--- src/core/vss_pkg.sv ---
package vss_pkg;

  // ----------------------------------------------------------------
  // Register map (byte addresses)
  // ----------------------------------------------------------------
  localparam logic [7:0] ADDR_SOFT_RESET = 8'h00;
  localparam logic [7:0] ADDR_CONTROL = 8'h04;
  localparam logic [7:0] ADDR_STATUS = 8'h08;
  localparam logic [7:0] ADDR_OFFSET_RED = 8'h10;
  localparam logic [7:0] ADDR_OFFSET_GREEN = 8'h14;
  localparam logic [7:0] ADDR_OFFSET_BLUE = 8'h18;
  localparam logic [7:0] ADDR_GAIN_RED = 8'h20;
  localparam logic [7:0] ADDR_GAIN_GREEN = 8'h24;
  localparam logic [7:0] ADDR_GAIN_BLUE = 8'h28;

  // ----------------------------------------------------------------
  // Field positions and defaults
  // ----------------------------------------------------------------
  localparam int CTRL_MODE_LSB = 0;
  localparam int CTRL_MONO_LSB = 2;
  localparam int CTRL_CDS_BIT = 4;
  localparam int CTRL_COMPAT_BIT = 5;
  localparam int CTRL_AUTOCYC_BIT = 6;
  localparam int CTRL_SET_LSB = 7;
  localparam logic [7:0] OFFSET_RST = 8'h80;
  localparam logic [8:0] GAIN_RST = 9'h000;
  localparam logic [1:0] CH_RED = 2'h0;
  localparam logic [1:0] CH_GREEN = 2'h1;
  localparam logic [1:0] CH_BLUE = 2'h2;

  // ----------------------------------------------------------------
  // Timing
  // ----------------------------------------------------------------
  localparam int LATENCY_MCLK = 7;

  typedef enum logic [1:0] {
    MODE_PIXEL3 = 2'h0,
    MODE_TWO = 2'h1,
    MODE_MONO = 2'h2,
    MODE_LINE = 2'h3
  } vss_mode_t;

  typedef struct packed {
    logic [1:0] manual_set;
    logic autocyc;
    logic compat;
    logic cds_en;
    logic [1:0] mono_sel;
    vss_mode_t mode;
  } vss_cfg_t;

  localparam vss_cfg_t CFG_RST = '{manual_set: 2'h0, autocyc: 1'b1, compat: 1'b0,
                                   cds_en: 1'b1, mono_sel: 2'h0, mode: MODE_PIXEL3};

  typedef struct packed {
    logic valid;
    logic [1:0] ch;
    logic [15:0] data;
  } vss_slot_t;

endpackage

--- src/core/vss_sequencer.sv ---
// Local design decisions: strobed register access and the register addresses.
`timescale 1ns/100ps
`default_nettype none

module vss_sequencer (
  // Clock and reset
  input wire logic clock,
  input wire logic rst_n,
  // Pins from scanner controller
  input wire logic mclk,
  input wire logic video_sample_strobe,
  input wire logic reset_sample_strobe,
  input wire logic power_on_reset_n,
  // Register port
  input wire logic [7:0] reg_addr,
  input wire logic [31:0] reg_wdata,
  input wire logic reg_write,
  input wire logic reg_read,
  output logic [31:0] reg_rdata,
  // Converter side
  input wire logic [15:0] adc_result,
  output logic video_cap_connect,
  output logic reset_cap_connect,
  output logic conv_active,
  output logic [1:0] conv_channel,
  output logic [8:0] gain_code,
  output logic [7:0] offset_code,
  output logic [2:0] power_down,
  // Output data bus
  output logic [7:0] data_out,
  output logic data_valid,
  output logic [1:0] data_channel
);

  typedef struct packed {
    logic mclk_q1;
    logic mclk_q2;
    logic mclk_prev;
    logic vs_q1;
    logic vs_q2;
    logic vs_prev;
    logic rs_q1;
    logic rs_q2;
    logic rs_prev;
    logic por_q1;
    logic por_q2;
    vss_pkg::vss_cfg_t cfg;
    logic [2:0][7:0] offset;
    logic [2:0][8:0] gain;
    logic [1:0] mono_active;
    logic [1:0] line_set;
    logic fall_pend;
    logic phase;
    logic [1:0] slots_left;
    logic [1:0] next_ch;
    logic rs_arm;
    logic soft_rst;
    vss_pkg::vss_slot_t [vss_pkg::LATENCY_MCLK-1:0] pipe;
    logic [7:0] low_byte;
    logic [31:0] rdata;
    logic video_conn;
    logic reset_conn;
    logic conv_act;
    logic conv_busy;
    logic [1:0] conv_ch;
    logic [8:0] gain_c;
    logic [7:0] offset_c;
    logic [2:0] pdown;
    logic [7:0] dout;
    logic dvalid;
    logic [1:0] dch;
  } vss_state_t;

  vss_state_t s;
  vss_state_t next_s;

  // ----------------------------------------------------------------
  // Next-state logic
  // ----------------------------------------------------------------
  always_comb begin
    logic rise;
    logic fall;
    logic vs_fall;
    logic pixel;
    logic adv;
    logic reg_rst;
    logic [1:0] ch;
    logic [1:0] set;
    logic idle;
    vss_pkg::vss_slot_t slot;
    rise = 1'b0;
    fall = 1'b0;
    vs_fall = 1'b0;
    pixel = 1'b0;
    adv = 1'b0;
    reg_rst = 1'b0;
    ch = 2'h0;
    set = 2'h0;
    idle = 1'b0;
    slot = '0;
    next_s = s;

    // Synchronisers
    next_s.mclk_q1 = mclk;
    next_s.mclk_q2 = s.mclk_q1;
    next_s.mclk_prev = s.mclk_q2;
    next_s.vs_q1 = video_sample_strobe;
    next_s.vs_q2 = s.vs_q1;
    next_s.vs_prev = s.vs_q2;
    next_s.rs_q1 = reset_sample_strobe;
    next_s.rs_q2 = s.rs_q1;
    next_s.rs_prev = s.rs_q2;
    next_s.por_q1 = power_on_reset_n;
    next_s.por_q2 = s.por_q1;

    rise = s.mclk_q2 & ~s.mclk_prev;
    fall = ~s.mclk_q2 & s.mclk_prev;
    vs_fall = s.vs_prev & ~s.vs_q2;

    pixel = rise & (s.fall_pend | vs_fall);
    if (rise) begin
      next_s.fall_pend = 1'b0;
    end else if (vs_fall) begin
      next_s.fall_pend = 1'b1;
    end

    adv = rise & (pixel | ~s.cfg.compat | s.phase);
    if (pixel) begin
      next_s.phase = 1'b0;
    end else if (rise) begin
      next_s.phase = ~s.phase;
    end

    next_s.video_conn = s.vs_q2;

    if (!s.cfg.compat) begin
      next_s.reset_conn = s.rs_q2 & s.cfg.cds_en;
    end else begin
      if (pixel) begin
        next_s.rs_arm = 1'b1;
      end else if (fall && s.rs_arm) begin
        next_s.rs_arm = 1'b0;
        next_s.reset_conn = s.cfg.cds_en;
      end else if (fall) begin
        next_s.reset_conn = 1'b0;
      end
    end

    if (s.cfg.mode == vss_pkg::MODE_LINE && s.cfg.autocyc && s.rs_q2 && !s.rs_prev) begin
      next_s.line_set = (s.line_set == vss_pkg::CH_BLUE) ? vss_pkg::CH_RED
                        : 2'(s.line_set + 2'h1);
    end

    idle = (s.slots_left == 2'h0) & ~s.fall_pend & ~s.vs_q2;
    if (idle) begin
      next_s.mono_active = s.cfg.mono_sel;
    end

    // Conversion slot sequencing
    next_s.conv_act = 1'b0;
    if (adv) begin
      if (pixel) begin
        unique case (s.cfg.mode)
          vss_pkg::MODE_PIXEL3: begin
            ch = vss_pkg::CH_RED;
            next_s.slots_left = 2'h2;
          end
          vss_pkg::MODE_TWO: begin
            ch = vss_pkg::CH_RED;
            next_s.slots_left = 2'h1;
          end
          vss_pkg::MODE_MONO: begin
            ch = s.mono_active;
            next_s.slots_left = 2'h0;
          end
          vss_pkg::MODE_LINE: begin
            ch = vss_pkg::CH_RED;
            next_s.slots_left = 2'h0;
          end
        endcase
        next_s.next_ch = 2'(ch + 2'h1);
        next_s.conv_act = 1'b1;
      end else if (s.slots_left != 2'h0) begin
        ch = s.next_ch;
        next_s.next_ch = 2'(s.next_ch + 2'h1);
        next_s.slots_left = 2'(s.slots_left - 2'h1);
        next_s.conv_act = 1'b1;
      end
      // Held until the next step captures the result
      next_s.conv_busy = next_s.conv_act;
      next_s.conv_ch = ch;
      set = (s.cfg.mode == vss_pkg::MODE_LINE)
            ? (s.cfg.autocyc ? s.line_set : s.cfg.manual_set) : ch;
      // Unused set code falls back to red
      if (set == 2'h3) begin
        set = vss_pkg::CH_RED;
      end
      next_s.gain_c = s.gain[set];
      next_s.offset_c = s.offset[set];

      // seven-stage latency line
      // Slot carries the previous step's result
      slot.valid = s.conv_busy;
      slot.ch = s.conv_ch;
      slot.data = adc_result;
      next_s.pipe = {s.pipe[vss_pkg::LATENCY_MCLK-2:0], slot};

      next_s.dvalid = s.pipe[vss_pkg::LATENCY_MCLK-2].valid;
      next_s.dch = s.pipe[vss_pkg::LATENCY_MCLK-2].ch;
      next_s.dout = s.pipe[vss_pkg::LATENCY_MCLK-2].data[15:8];
      next_s.low_byte = s.pipe[vss_pkg::LATENCY_MCLK-2].data[7:0];
    end else if (fall) begin
      next_s.dout = s.low_byte;
    end

    // Channel power-down
    unique case (s.cfg.mode)
      vss_pkg::MODE_PIXEL3: next_s.pdown = 3'h0;
      vss_pkg::MODE_TWO: next_s.pdown = 3'h4;
      vss_pkg::MODE_MONO: next_s.pdown = 3'(~(3'h1 << s.mono_active));
      vss_pkg::MODE_LINE: next_s.pdown = 3'h6;
    endcase

    // Register reads
    if (reg_read) begin
      unique case (reg_addr)
        vss_pkg::ADDR_CONTROL: next_s.rdata = 32'(s.cfg);
        vss_pkg::ADDR_STATUS: next_s.rdata = {26'h0, s.dvalid, ~s.por_q2,
                                              s.mono_active, s.line_set};
        vss_pkg::ADDR_OFFSET_RED: next_s.rdata = {24'h0, s.offset[0]};
        vss_pkg::ADDR_OFFSET_GREEN: next_s.rdata = {24'h0, s.offset[1]};
        vss_pkg::ADDR_OFFSET_BLUE: next_s.rdata = {24'h0, s.offset[2]};
        vss_pkg::ADDR_GAIN_RED: next_s.rdata = {23'h0, s.gain[0]};
        vss_pkg::ADDR_GAIN_GREEN: next_s.rdata = {23'h0, s.gain[1]};
        vss_pkg::ADDR_GAIN_BLUE: next_s.rdata = {23'h0, s.gain[2]};
        default: next_s.rdata = 32'h0;
      endcase
    end else begin
      next_s.rdata = 32'h0;
    end

    // Register writes
    next_s.soft_rst = 1'b0;
    if (reg_write && s.por_q2) begin
      unique case (reg_addr)
        vss_pkg::ADDR_SOFT_RESET: next_s.soft_rst = 1'b1;
        vss_pkg::ADDR_CONTROL: next_s.cfg = vss_pkg::vss_cfg_t'(reg_wdata[8:0]);
        vss_pkg::ADDR_OFFSET_RED: next_s.offset[0] = reg_wdata[7:0];
        vss_pkg::ADDR_OFFSET_GREEN: next_s.offset[1] = reg_wdata[7:0];
        vss_pkg::ADDR_OFFSET_BLUE: next_s.offset[2] = reg_wdata[7:0];
        vss_pkg::ADDR_GAIN_RED: next_s.gain[0] = reg_wdata[8:0];
        vss_pkg::ADDR_GAIN_GREEN: next_s.gain[1] = reg_wdata[8:0];
        vss_pkg::ADDR_GAIN_BLUE: next_s.gain[2] = reg_wdata[8:0];
        default: next_s.soft_rst = 1'b0;
      endcase
    end

    reg_rst = ~s.por_q2 | s.soft_rst;
    if (reg_rst) begin
      next_s.cfg = vss_pkg::CFG_RST;
      next_s.offset = {3{vss_pkg::OFFSET_RST}};
      next_s.gain = {3{vss_pkg::GAIN_RST}};
      next_s.line_set = vss_pkg::CH_RED;
      next_s.mono_active = vss_pkg::CFG_RST.mono_sel;
    end

    if (!rst_n) begin
      next_s = '0;
      next_s.cfg = vss_pkg::CFG_RST;
      next_s.offset = {3{vss_pkg::OFFSET_RST}};
      next_s.gain = {3{vss_pkg::GAIN_RST}};
    end
  end

  // ----------------------------------------------------------------
  // State register
  // ----------------------------------------------------------------
  always_ff @(posedge clock) begin
    s <= next_s;
  end

  // ----------------------------------------------------------------
  // Outputs
  // ----------------------------------------------------------------
  assign reg_rdata = s.rdata;
  assign video_cap_connect = s.video_conn;
  assign reset_cap_connect = s.reset_conn;
  assign conv_active = s.conv_act;
  assign conv_channel = s.conv_ch;
  assign gain_code = s.gain_c;
  assign offset_code = s.offset_c;
  assign power_down = s.pdown;
  assign data_out = s.dout;
  assign data_valid = s.dvalid;
  assign data_channel = s.dch;

endmodule

`default_nettype wire

--- config.mk ---
export PLATFORM = sky130hd
export DESIGN_NAME = vss_sequencer
export DESIGN_NICKNAME = d
export VERILOG_FILES = /design/src/core/vss_pkg.sv /design/src/core/vss_sequencer.sv
export SDC_FILE = /design/constraint.sdc
export NUM_CORES = 1
export LEC_CHECK = 0
export ABC_AREA = 1
export BUFFER_PORTS_ARGS = -buffer_cell sky130_fd_sc_hd__buf_4
export CAP_MARGIN = 10
export CORE_ASPECT_RATIO = 0.6
export CORE_MARGIN = 2
export CORE_UTILIZATION = 52
export CTS_CLUSTER_SIZE = 14
export DETAILED_ROUTE_END_ITERATION = 8
export HOLD_SLACK_MARGIN = 0.15
export PLACE_DENSITY = 0.76
export SLEW_MARGIN = 20
export SYNTH_ARGS = -nofsm -noshare
export SYNTH_HDL_FRONTEND = slang
export SYNTH_SLANG_ARGS = --single-unit
--- constraint.sdc ---
create_clock -name clock -period 1.61 [get_ports clock]
set_input_delay 0.2415 -clock clock [delete_from_list [all_inputs] [get_ports clock]]
set_output_delay 0.2415 -clock clock [all_outputs]
set_load 0.01 [all_outputs]
* Word level (Yosys, flattened, before mapping)
Index checks and enable logic that the tools add are counted.
Word-level totals: register bits 273, bits in latches 0, bits in writable memories 0, ROM bits 0, bits of input ports 64, output and inout port bits 68, logic and storage cells 165, memories 0
Cells by class: add/sub/neg operators 4, multiply operators 0, divide/modulo/power cells 0, $lt $le $gt $ge 1, equal/unequal tests 15, shifts and indexed selects 1, multiplexer cells 31, bitwise logic cells 21, reduce and logical (&&, ||, !) cells 31
Operators with widths (count):
- $pmux 9 s8 | 1
- $reduce_and 2->1 | 13
- $eq 8x5->1 const B | 3
- $eq 8x6->1 const B | 3
- $mux 8 | 3
- $mux 2 | 10
- $bmux 9 s2 | 1
- $bmux 8 s2 | 1
- $pmux 3 s4 | 1
- $mux 1 | 9
- $mux 9 | 1
- $and 1x1->1 | 8
- $eq 2x2->1 const B | 4
- $eq 8x3->1 const B | 1
- $eq 8x4->1 const B | 1
- $logic_not 8->1 | 1
- $mux 4 | 2
- $not 1->1 | 8
- $reduce_bool 2->1 | 4
- $reduce_or 2->1 | 4
- $add 2x1->2 const B | 3
- $pmux 2 s3 | 1
- $logic_and 1x1->1 | 5
- $logic_not 2->1 | 2
- other kinds (11) | 14

* Longest topological paths before layout
Gate-level depths: netlist of run 1.
word-level depth 16, gate-level depth with buffers 13, gate-level depth less buffers 12

* Worst setup path after synthesis of run 1
OpenSTA, ideal clock, no wires.
path type register -> register, start point register s[214] (netlist bit), end point register s, in the netlist gain_code[0], setup time 0.122 ns, data arrival time 1.419 ns, data required time 1.488 ns, setup slack 0.070 ns, stages on the path, launching flop included 12, path buffers 1, clock period less this slack 1.540 ns, cell sequence dfxtp_1 inv_1 ha_1 nor2_1 inv_1 nand2_1 nand3_1 nand2_2 buf_2 nand3_1 nand3_1 a21oi_2
On the way: longest elaborated chain between the ends 10
Ends and longest elaborated chain:
- from (decl) | RTL line vss_sequencer.sv:74 | vss_state_t s;
- from (signal assigned) | RTL line vss_sequencer.sv:279 | s <= next_s;
- $reduce_bool 2->1 * | RTL line vss_sequencer.sv:183 | end else if (s.slots_left != 2'h0) begin
- $mux 2 * | RTL line vss_sequencer.sv:183
- $mux 2 * | RTL line vss_sequencer.sv:162 | if (pixel) begin
- $mux 2 * | RTL line vss_sequencer.sv:161 | if (adv) begin
- $mux 2 * | RTL line vss_sequencer.sv:193 | ? (s.cfg.autocyc ? s.line_set : s.cfg.manual_set) : ch;
- $eq 2x2->1 | RTL line vss_sequencer.sv:195 | if (set == 2'h3) begin
- $mux 2 * | RTL line vss_sequencer.sv:195
- $mux 2 * | RTL line vss_sequencer.sv:161
- $bmux 9 s2 * | RTL line vss_sequencer.sv:198 | next_s.gain_c = s.gain[set];
- $mux 9 (not written as such) * | RTL line vss_sequencer.sv:198
Every way passes the cells marked *; elsewhere a longest branch is shown, timed or not. The select of a mux whose other input is x is not followed. A chain may end at the register's enable or synchronous reset.

* Worst setup path after layout of run 1
start point register s[288] (netlist bit), end point register s, in the netlist gain_code[0]
On the way: longest elaborated chain between the ends 12, elaborated cells on any way between the ends 15, classes of those cells 1 x eq/ne; 7 x mux; 7 x bitwise
Ends and longest elaborated chain:
- $not 1->1 * | RTL line vss_sequencer.sv:118 | vs_fall = s.vs_prev & ~s.vs_q2;
- $and 1x1->1 * | RTL line vss_sequencer.sv:118
- $or 1x1->1 * | RTL line vss_sequencer.sv:120 | pixel = rise & (s.fall_pend | vs_fall);
- $and 1x1->1 * | RTL line vss_sequencer.sv:120
- $mux 2 | RTL line vss_sequencer.sv:162
- $mux 2 | RTL line vss_sequencer.sv:161
- $mux 2 | RTL line vss_sequencer.sv:193
- $eq 2x2->1 | RTL line vss_sequencer.sv:195
- $mux 2 | RTL line vss_sequencer.sv:195
- $mux 2 | RTL line vss_sequencer.sv:161
- $bmux 9 s2 | RTL line vss_sequencer.sv:198
- $mux 9 (not written as such) | RTL line vss_sequencer.sv:198
Marked as above.

==> metrics.txt, run 1 <==
RSZ-0062 raised after global routing=true; PD cells=983 nW/um^2; First-pass DRT Iterations=5; crit path DAT=2.12 ns; IO Count=132; CP Data Required Time=2.05 ns; crit path time final=1.68 ns; Initial DRC Count=1094; startpoint types=register; die width=186 um; die area=21100 um^2; Max stage delay cell, worst path=dfxtp_2; achievable frequency=594 MHz; die height=113 um; Synth top area share=48.3%; first-pass GRT wire length=42200 um; combinational power share=6.8%; DR vias/cell=5.41; Initial Utilization=53.8%; setup slack after layout=-0.0732 ns; Worst slew margin=59.0%; post-layout net count=1558; Post-Synthesis Cell Area=10400 um^2; ANT cells=0; Tcrit/Tclk final=105%; cell mode on critical path=nand2_2; DP Wirelength=17800 um; delay-heaviest family, CP=simple AND/OR/NAND/NOR gates; Inserted Clock Buffers=24; Hold Vio Cnt, Final=0; Hold WS=0.188 ns; Slew Limit Fails=0; total global-route track usage=25.1%; adder-cell share of the synthesized area=0.121%; critical path's largest stage delay=0.32 ns; synth top area cells=dfxtp_1, o21ai_0, nor2_1; share of power burned in registers=49.7%; WL/cell=16.4 um; Ys Warns=0; worst-path cell chain=inv_2, nand2_2, nand2_4, nand2_4, nand2_2, nand2_2, nand2_2, nand2_4, buf_12, nand2_8, nand3_2, a21oi_2; GPL Wtd Cong=0.936; failing checks=setup timing; CP Buf/Inv Count=2; post-synthesis compound-gate area fraction=18.7%; CP endpoint kind=register; Std-Cell Rows=39; clk slew on worst S/H paths=0.06 ns; grt ovf=0; flops & latches, synth=250; VDD IR-drop max=0.680 mV; number of global-route vias before repair=8181; CTS tree=yes; Yosys top cell by area=dfxtp_1; syn avg cell area=7.62 um^2; Critical Path Fanout Max=8; DR vias=9604; P_leak=0.00580 uW; maxcap violations=0; CP Class=register to register; largest family of logic cells by synthesized area=simple AND/OR/NAND/NOR gates; sequential area share after synthesis=48.3%; Core ar.=19300 um^2; critical path depth=12; Reg2Reg Depth=12; fraction of layout cells with a size suffix above 1=22.6%; Synth Area in XOR/XNOR=0.0845%; multiplexer share of the synthesized area=0%; Post-Synth Simple-Gate Area=19.9%; Root Driver=clkbuf_16; DRT Wirelength=29000 um; Place WS=-0.132 ns; Net Sw Frac=22.7%; internal cell power=10100 uW; clock buffer depth=3; PortBufs=85; Clock power frac=43.5%; Clock H-tree levels=1; Final Skew=0.0136 ns; post-synthesis cell count=1360; Sw Pwr=2960 uW; later-pin clock latency in the skew report=0.52 ns; drt drc=0; largest net degree at the start of global routing=82; Cell variety after synth=42; Fillers=1535; antenna violations before repair=0; # clock sinks=250; # setup viols final=10; Hold Path Depth=6; worst min-delay path class=input port to register; status=complete, but fails checks; Worst Max-Slew Pin Slew=0.607 ns; Syn-to-layout area delta=28.0%; remaining antenna violation count after routing=0
tightest hold or removal path, cell delays in order:
cell	delay, ns
buf_4	0.08
nor2_2	0.04
nand3_1	0.08
inv_1	0.07
nand2_1	0.09
nor2_1	0.05
cell usage after synthesis, drive strengths merged:
cell type,number
nor2,263
nand4,3
nor4,1
o2111ai,2
a311oi,1
o21ai,221
a31oi,9
dfxtp,250
o211ai,5
ha,1
clkbuf,33
nand2,132
inv,131
conb,1
clkinv,1
o22ai,16
nor3,7
a21oi,106
nand3,71
buf,99
a211oi,2
or2,2
xnor2,1
o21bai,1
o311ai,1
worst paths after layout:
kind                from            to  slack [ns]
max               s[288]  gain_code[0]       -0.07
min          reg_addr[0]        s[210]        0.19
max reg2reg       s[288]  gain_code[0]       -0.07
min reg2reg       s[292]        s[291]        0.41
repair_timing:
| item | CTS | global route |
|---|---|---|
| endpoints found under the setup margin | 44 | 134 |
| gates cloned | 2 | 10 |
| endpoints found under the hold margin | 76 | 0 |
| setup buffers | 1 | 10 |
| pin swaps | 7 | 36 |
| gates resized for setup | 16 | 98 |
| hold buffers | 31 | 0 |
per-layer routing:
metal	GRT usage (%)	share of wire [%]
met5	0	0
met4	5.20	1.3
met3	9.49	14
met2	31.7	38
met1	39.4	47
cells by family after synthesis:
group	after synthesis
flip-flops	250
AO/OA/AOI/OAI	364
adder cells (fa/ha/maj)	1
other	1
AND/OR/NAND/NOR	479
buffers and inverters	264
XOR/XNOR	1
flip-flops by register name, summed over array words and instances, names as in the netlist:
signal             flops
conv_channel           2
offset_code            8
conv_active            1
data_channel           2
reset_cap_connect      1
video_cap_connect      1
s                    205
power_down             3
gain_code              9
data_valid             1
reg_rdata              9
data_out               8
per-stage QoR:
step           cells  instance area [um^2]  TNS (ns)  utilization [%]  power [uW]
4_1_cts         1755                 12600         0             65.4       13000
3_5_place_dp    1679                 11400     -2.33             59.0        7360
5_1_grt         1775                 13300     -1.48             68.8       13400
6_report        1775                 13300    -0.300             68.8       13000
2_1_floorplan   1382                 10400         0                -        7110
3_3_place_gp    1679                 11400     -1.38             59.0        7340
layout make-up:
type | instances | area, um^2 | share of cell area (%)
Clock inverter | 3 | 42.5 | 0.321
Multi-Input combinational cell | 873 | 4490 | 33.9
Timing Repair Buffer | 211 | 2120 | 16.0
Timing Repair inverter | 1 | 5.00 | 0.0377
Clock buffer | 39 | 748 | 5.64
Sequential cell | 250 | 5020 | 37.8
Inverter | 132 | 509 | 3.84
Tap cell | 266 | 333 | 2.51
power by group through the flow:
stage / combinational [uW] / sequential, uW / clock, uW
global placement: 731 / 6610 / 0
CTS: 813 / 6480 / 5700
finish: 883 / 6490 / 5670
floorplan: 532 / 6580 / 0
global route: 978 / 6500 / 5970
detailed placement: 741 / 6620 / 0
layout by cell type, fill, tap and decap left out, types with 7 or more instances in the layout:
master,count
a21oi_1,91
a21oi_2,14
a31oi_1,9
buf_12,21
buf_4,141
buf_6,7
clkbuf_1,7
clkbuf_16,30
clkbuf_8,7
conb_1,23
dfxtp_1,242
dfxtp_2,7
dlygate4sd3_1,31
inv_1,117
inv_2,11
nand2_1,103
nand2_2,18
nand2_4,10
nand3_1,40
nand3_2,28
nor2_1,248
nor2_2,8
nor2_4,7
o21ai_0,209
o21ai_1,11
o22ai_1,16
(Power assumes the default switching activity.)
==> inputs of run 2 (changes only) <==
--- a/config.mk
+++ b/config.mk
@@ -10,11 +10,11 @@
 export CAP_MARGIN = 10
 export CORE_ASPECT_RATIO = 0.6
 export CORE_MARGIN = 2
-export CORE_UTILIZATION = 52
+export CORE_UTILIZATION = 45
 export CTS_CLUSTER_SIZE = 14
 export DETAILED_ROUTE_END_ITERATION = 8
 export HOLD_SLACK_MARGIN = 0.15
-export PLACE_DENSITY = 0.76
+export PLACE_DENSITY = 0.67
 export SLEW_MARGIN = 20
 export SYNTH_ARGS = -nofsm -noshare
 export SYNTH_HDL_FRONTEND = slang
==> metrics.txt, run 2 (synthesis results as in run 1) <==
crit path time final=1.64 ns (-0.0442 ns); Core ar.=22300 um^2 (+16%); number of global-route vias before repair=8432 (+3.1%); total global-route track usage=23.3% (-1.8 points); maxcap violations=0 (unchanged); status=complete, but fails checks; grt ovf=0 (unchanged); Top reg by flops=s; DR vias/cell=5.23 (-3.4%); P_leak=0.00604 uW (+4.1%); Net Sw Frac=23.2% (+0.48 points); fin cells=1844 (+3.9%); CP Class=register to register; internal cell power=10300 uW (+2.3%); first-pass GRT wire length=44600 um (+5.9%); Fillers=1953 (+27%); drt drc=0 (unchanged); die width=200 um (+7.3%); Largest register FFs=205 (unchanged); PD cells=968 nW/um^2 (-1.5%); CP startpoint=s[273]; Initial Utilization=46.4% (-7.4 points); First-pass DRT Iterations=5 (unchanged); Worst Max-Slew Pin Slew=0.606 ns (-0.00118 ns); Root Driver=clkbuf_16; antenna violations before repair=0 (unchanged); Slew Limit Fails=0 (unchanged); share of power burned in registers=48.3% (-1.4 points); post-layout net count=1584 (+1.7%); IO Count=132 (unchanged); DP Wirelength=19300 um (+8.5%); combinational power share=7.4% (+0.6 points); worst min-delay path class=input port to register; achievable frequency=610 MHz (+2.7%); largest net degree at the start of global routing=71 (-13%); startpoint types=register; PortBufs=85 (unchanged); Inserted Clock Buffers=25 (+4.2%); Post-DP Area=11500 um^2 (+0.84%); die height=122 um (+7.2%); Clock power frac=44.2% (+0.7 points); crit path DAT=2.09 ns (-0.03 ns); Reg2Reg Launch Point=s[273]; CP endpoint=offset_code[0]; reg2reg setup slack=-0.03 ns (+0.04 ns); Syn-to-layout area delta=33.8%; Hold Vio Cnt, Final=0 (unchanged); CP Data Required Time=2.06 ns (about the same); VDD IR-drop max=0.610 mV (-10%); fraction of layout cells with a size suffix above 1=27.5% (+4.9 points); WL/cell=16.8 um (+2.7%); CTS tree=yes; clock buffer depth=3 (unchanged); Clock H-tree levels=1 (unchanged); # setup viols final=8 (-2); RSZ-0062 raised after global routing=true; placed cell count=1730 (+3.0%); Sw Pwr=3110 uW (+5.1%); DR vias=9637 (+0.34%); DRT Wirelength=31000 um (+6.6%); CP endpoint kind=register; Critical Path Fanout Max=4 (-4); failing checks=setup timing; r2r endpoint=offset_code[0]; setup_tns=-0.124 ns (+0.177 ns); die area=24300 um^2 (+15%); commonest cells after routing, fill and taps aside=dfxtp_1, o21ai_0, nor2_1; Initial DRC Count=941 (-14%); clk slew on worst S/H paths=0.07 ns (about the same); final instance area=13900 um^2 (+4.5%); Final Skew=0.0134 ns (-0.000175 ns); later-pin clock latency in the skew report=0.52 ns (about the same); remaining antenna violation count after routing=0 (unchanged); Worst slew margin=59.3% (+0.22 points); Tcrit/Tclk final=102% (-2.7 points); GPL Wtd Cong=0.915 (-2.3%); # clock sinks=250 (unchanged); Reg2Reg Depth=10 (-2); setup slack after layout=-0.0290 ns (+0.0442 ns); Std-Cell Rows=42 (+7.7%); commonest non-fill, non-tap cell in the layout=dfxtp_1; ANT cells=0 (unchanged)
run 2: cell count changes in the layout (fill, tap and decap cells not counted), moves of 7 or more:
cell,previous run,this run
buf_4,141,156
nor2_1,248,186
nand3_1,40,54
nand3_2,28,13
nor2_2,8,65
o21ai_0,209,202
clkbuf_16,30,37
run 2: worst max-delay path: stages (launching register included):
cell and delay, ns:
dfxtp_4 0.36, inv_2 0.07, nand2_2 0.08, nor2_4 0.14, nand3_4 0.13, nand3_4 0.11
nand2_8 0.09, buf_4 0.16, nand3_1 0.07, nand3_1 0.19, a21oi_2 0.16
run 2: worst min-delay path by stage:
stage / endpoint / cells after the start / startpoint
floorplan: s[283] / 2 / power_on_reset_n
global placement: s[291] / 2 / s[292]
detailed placement: s[282] / 2 / s[283]
CTS: reg_rdata[3] / 3 / reg_read
global route: reg_rdata[3] / 3 / reg_read
finish: reg_rdata[3] / 3 / reg_read
run 2: power groups by stage:
stage / Sequential, uW / Combinational [uW] / Clock [uW]
after floorplan: 6580 / 532 / 0
after global placement: 6610 / 753 / 0
after global routing: 6510 / 1100 / 6270
final: 6490 / 996 / 5940
after detailed placement: 6610 / 760 / 0
after CTS: 6470 / 828 / 6000
run 2: layout make-up:
class / count / area, um^2 / share of cell area, %
sequential: 250 / 5010 / 36.1
multi-input combinational: 870 / 4610 / 33.2
timing repair buffer: 240 / 2510 / 18.1
clock buffer: 33 / 726 / 5.23
inverter: 132 / 518 / 3.73
tap: 308 / 385 / 2.78
clock inverter: 11 / 114 / 0.821
run 2: repair_timing:
action | CTS | global route
gates resized for setup | 28 | 169
pin swaps | 8 | 25
setup buffers | 5 | 14
endpoints found under the setup margin | 82 | 159
endpoints found under the hold margin | 65 | 0
gates cloned | 2 | 20
hold buffers | 30 | 0
run 2: per-layer routing:
metal	routed length, um	global-route usage (%)	part of all wire [%]
met1	15700	37.7	51
met2	11600	30.4	38
met3	3310	6.15	11
met4	384	3.94	1.2
met5	0	0	0
run 2: stage by stage:
stage / setup slack (ns) / power, uW / util, % / hold WS (ns)
after floorplan: 0.0696 / 7110 / - / 0.339
after global placement: -0.0863 / 7360 / 51.4 / 0.395
after detailed placement: -0.142 / 7370 / 51.4 / 0.399
after CTS: -0.0181 / 13300 / 57.5 / 0.205
after global routing: -0.0902 / 13900 / 62.1 / 0.233
final: -0.0290 / 13400 / 62.1 / 0.231
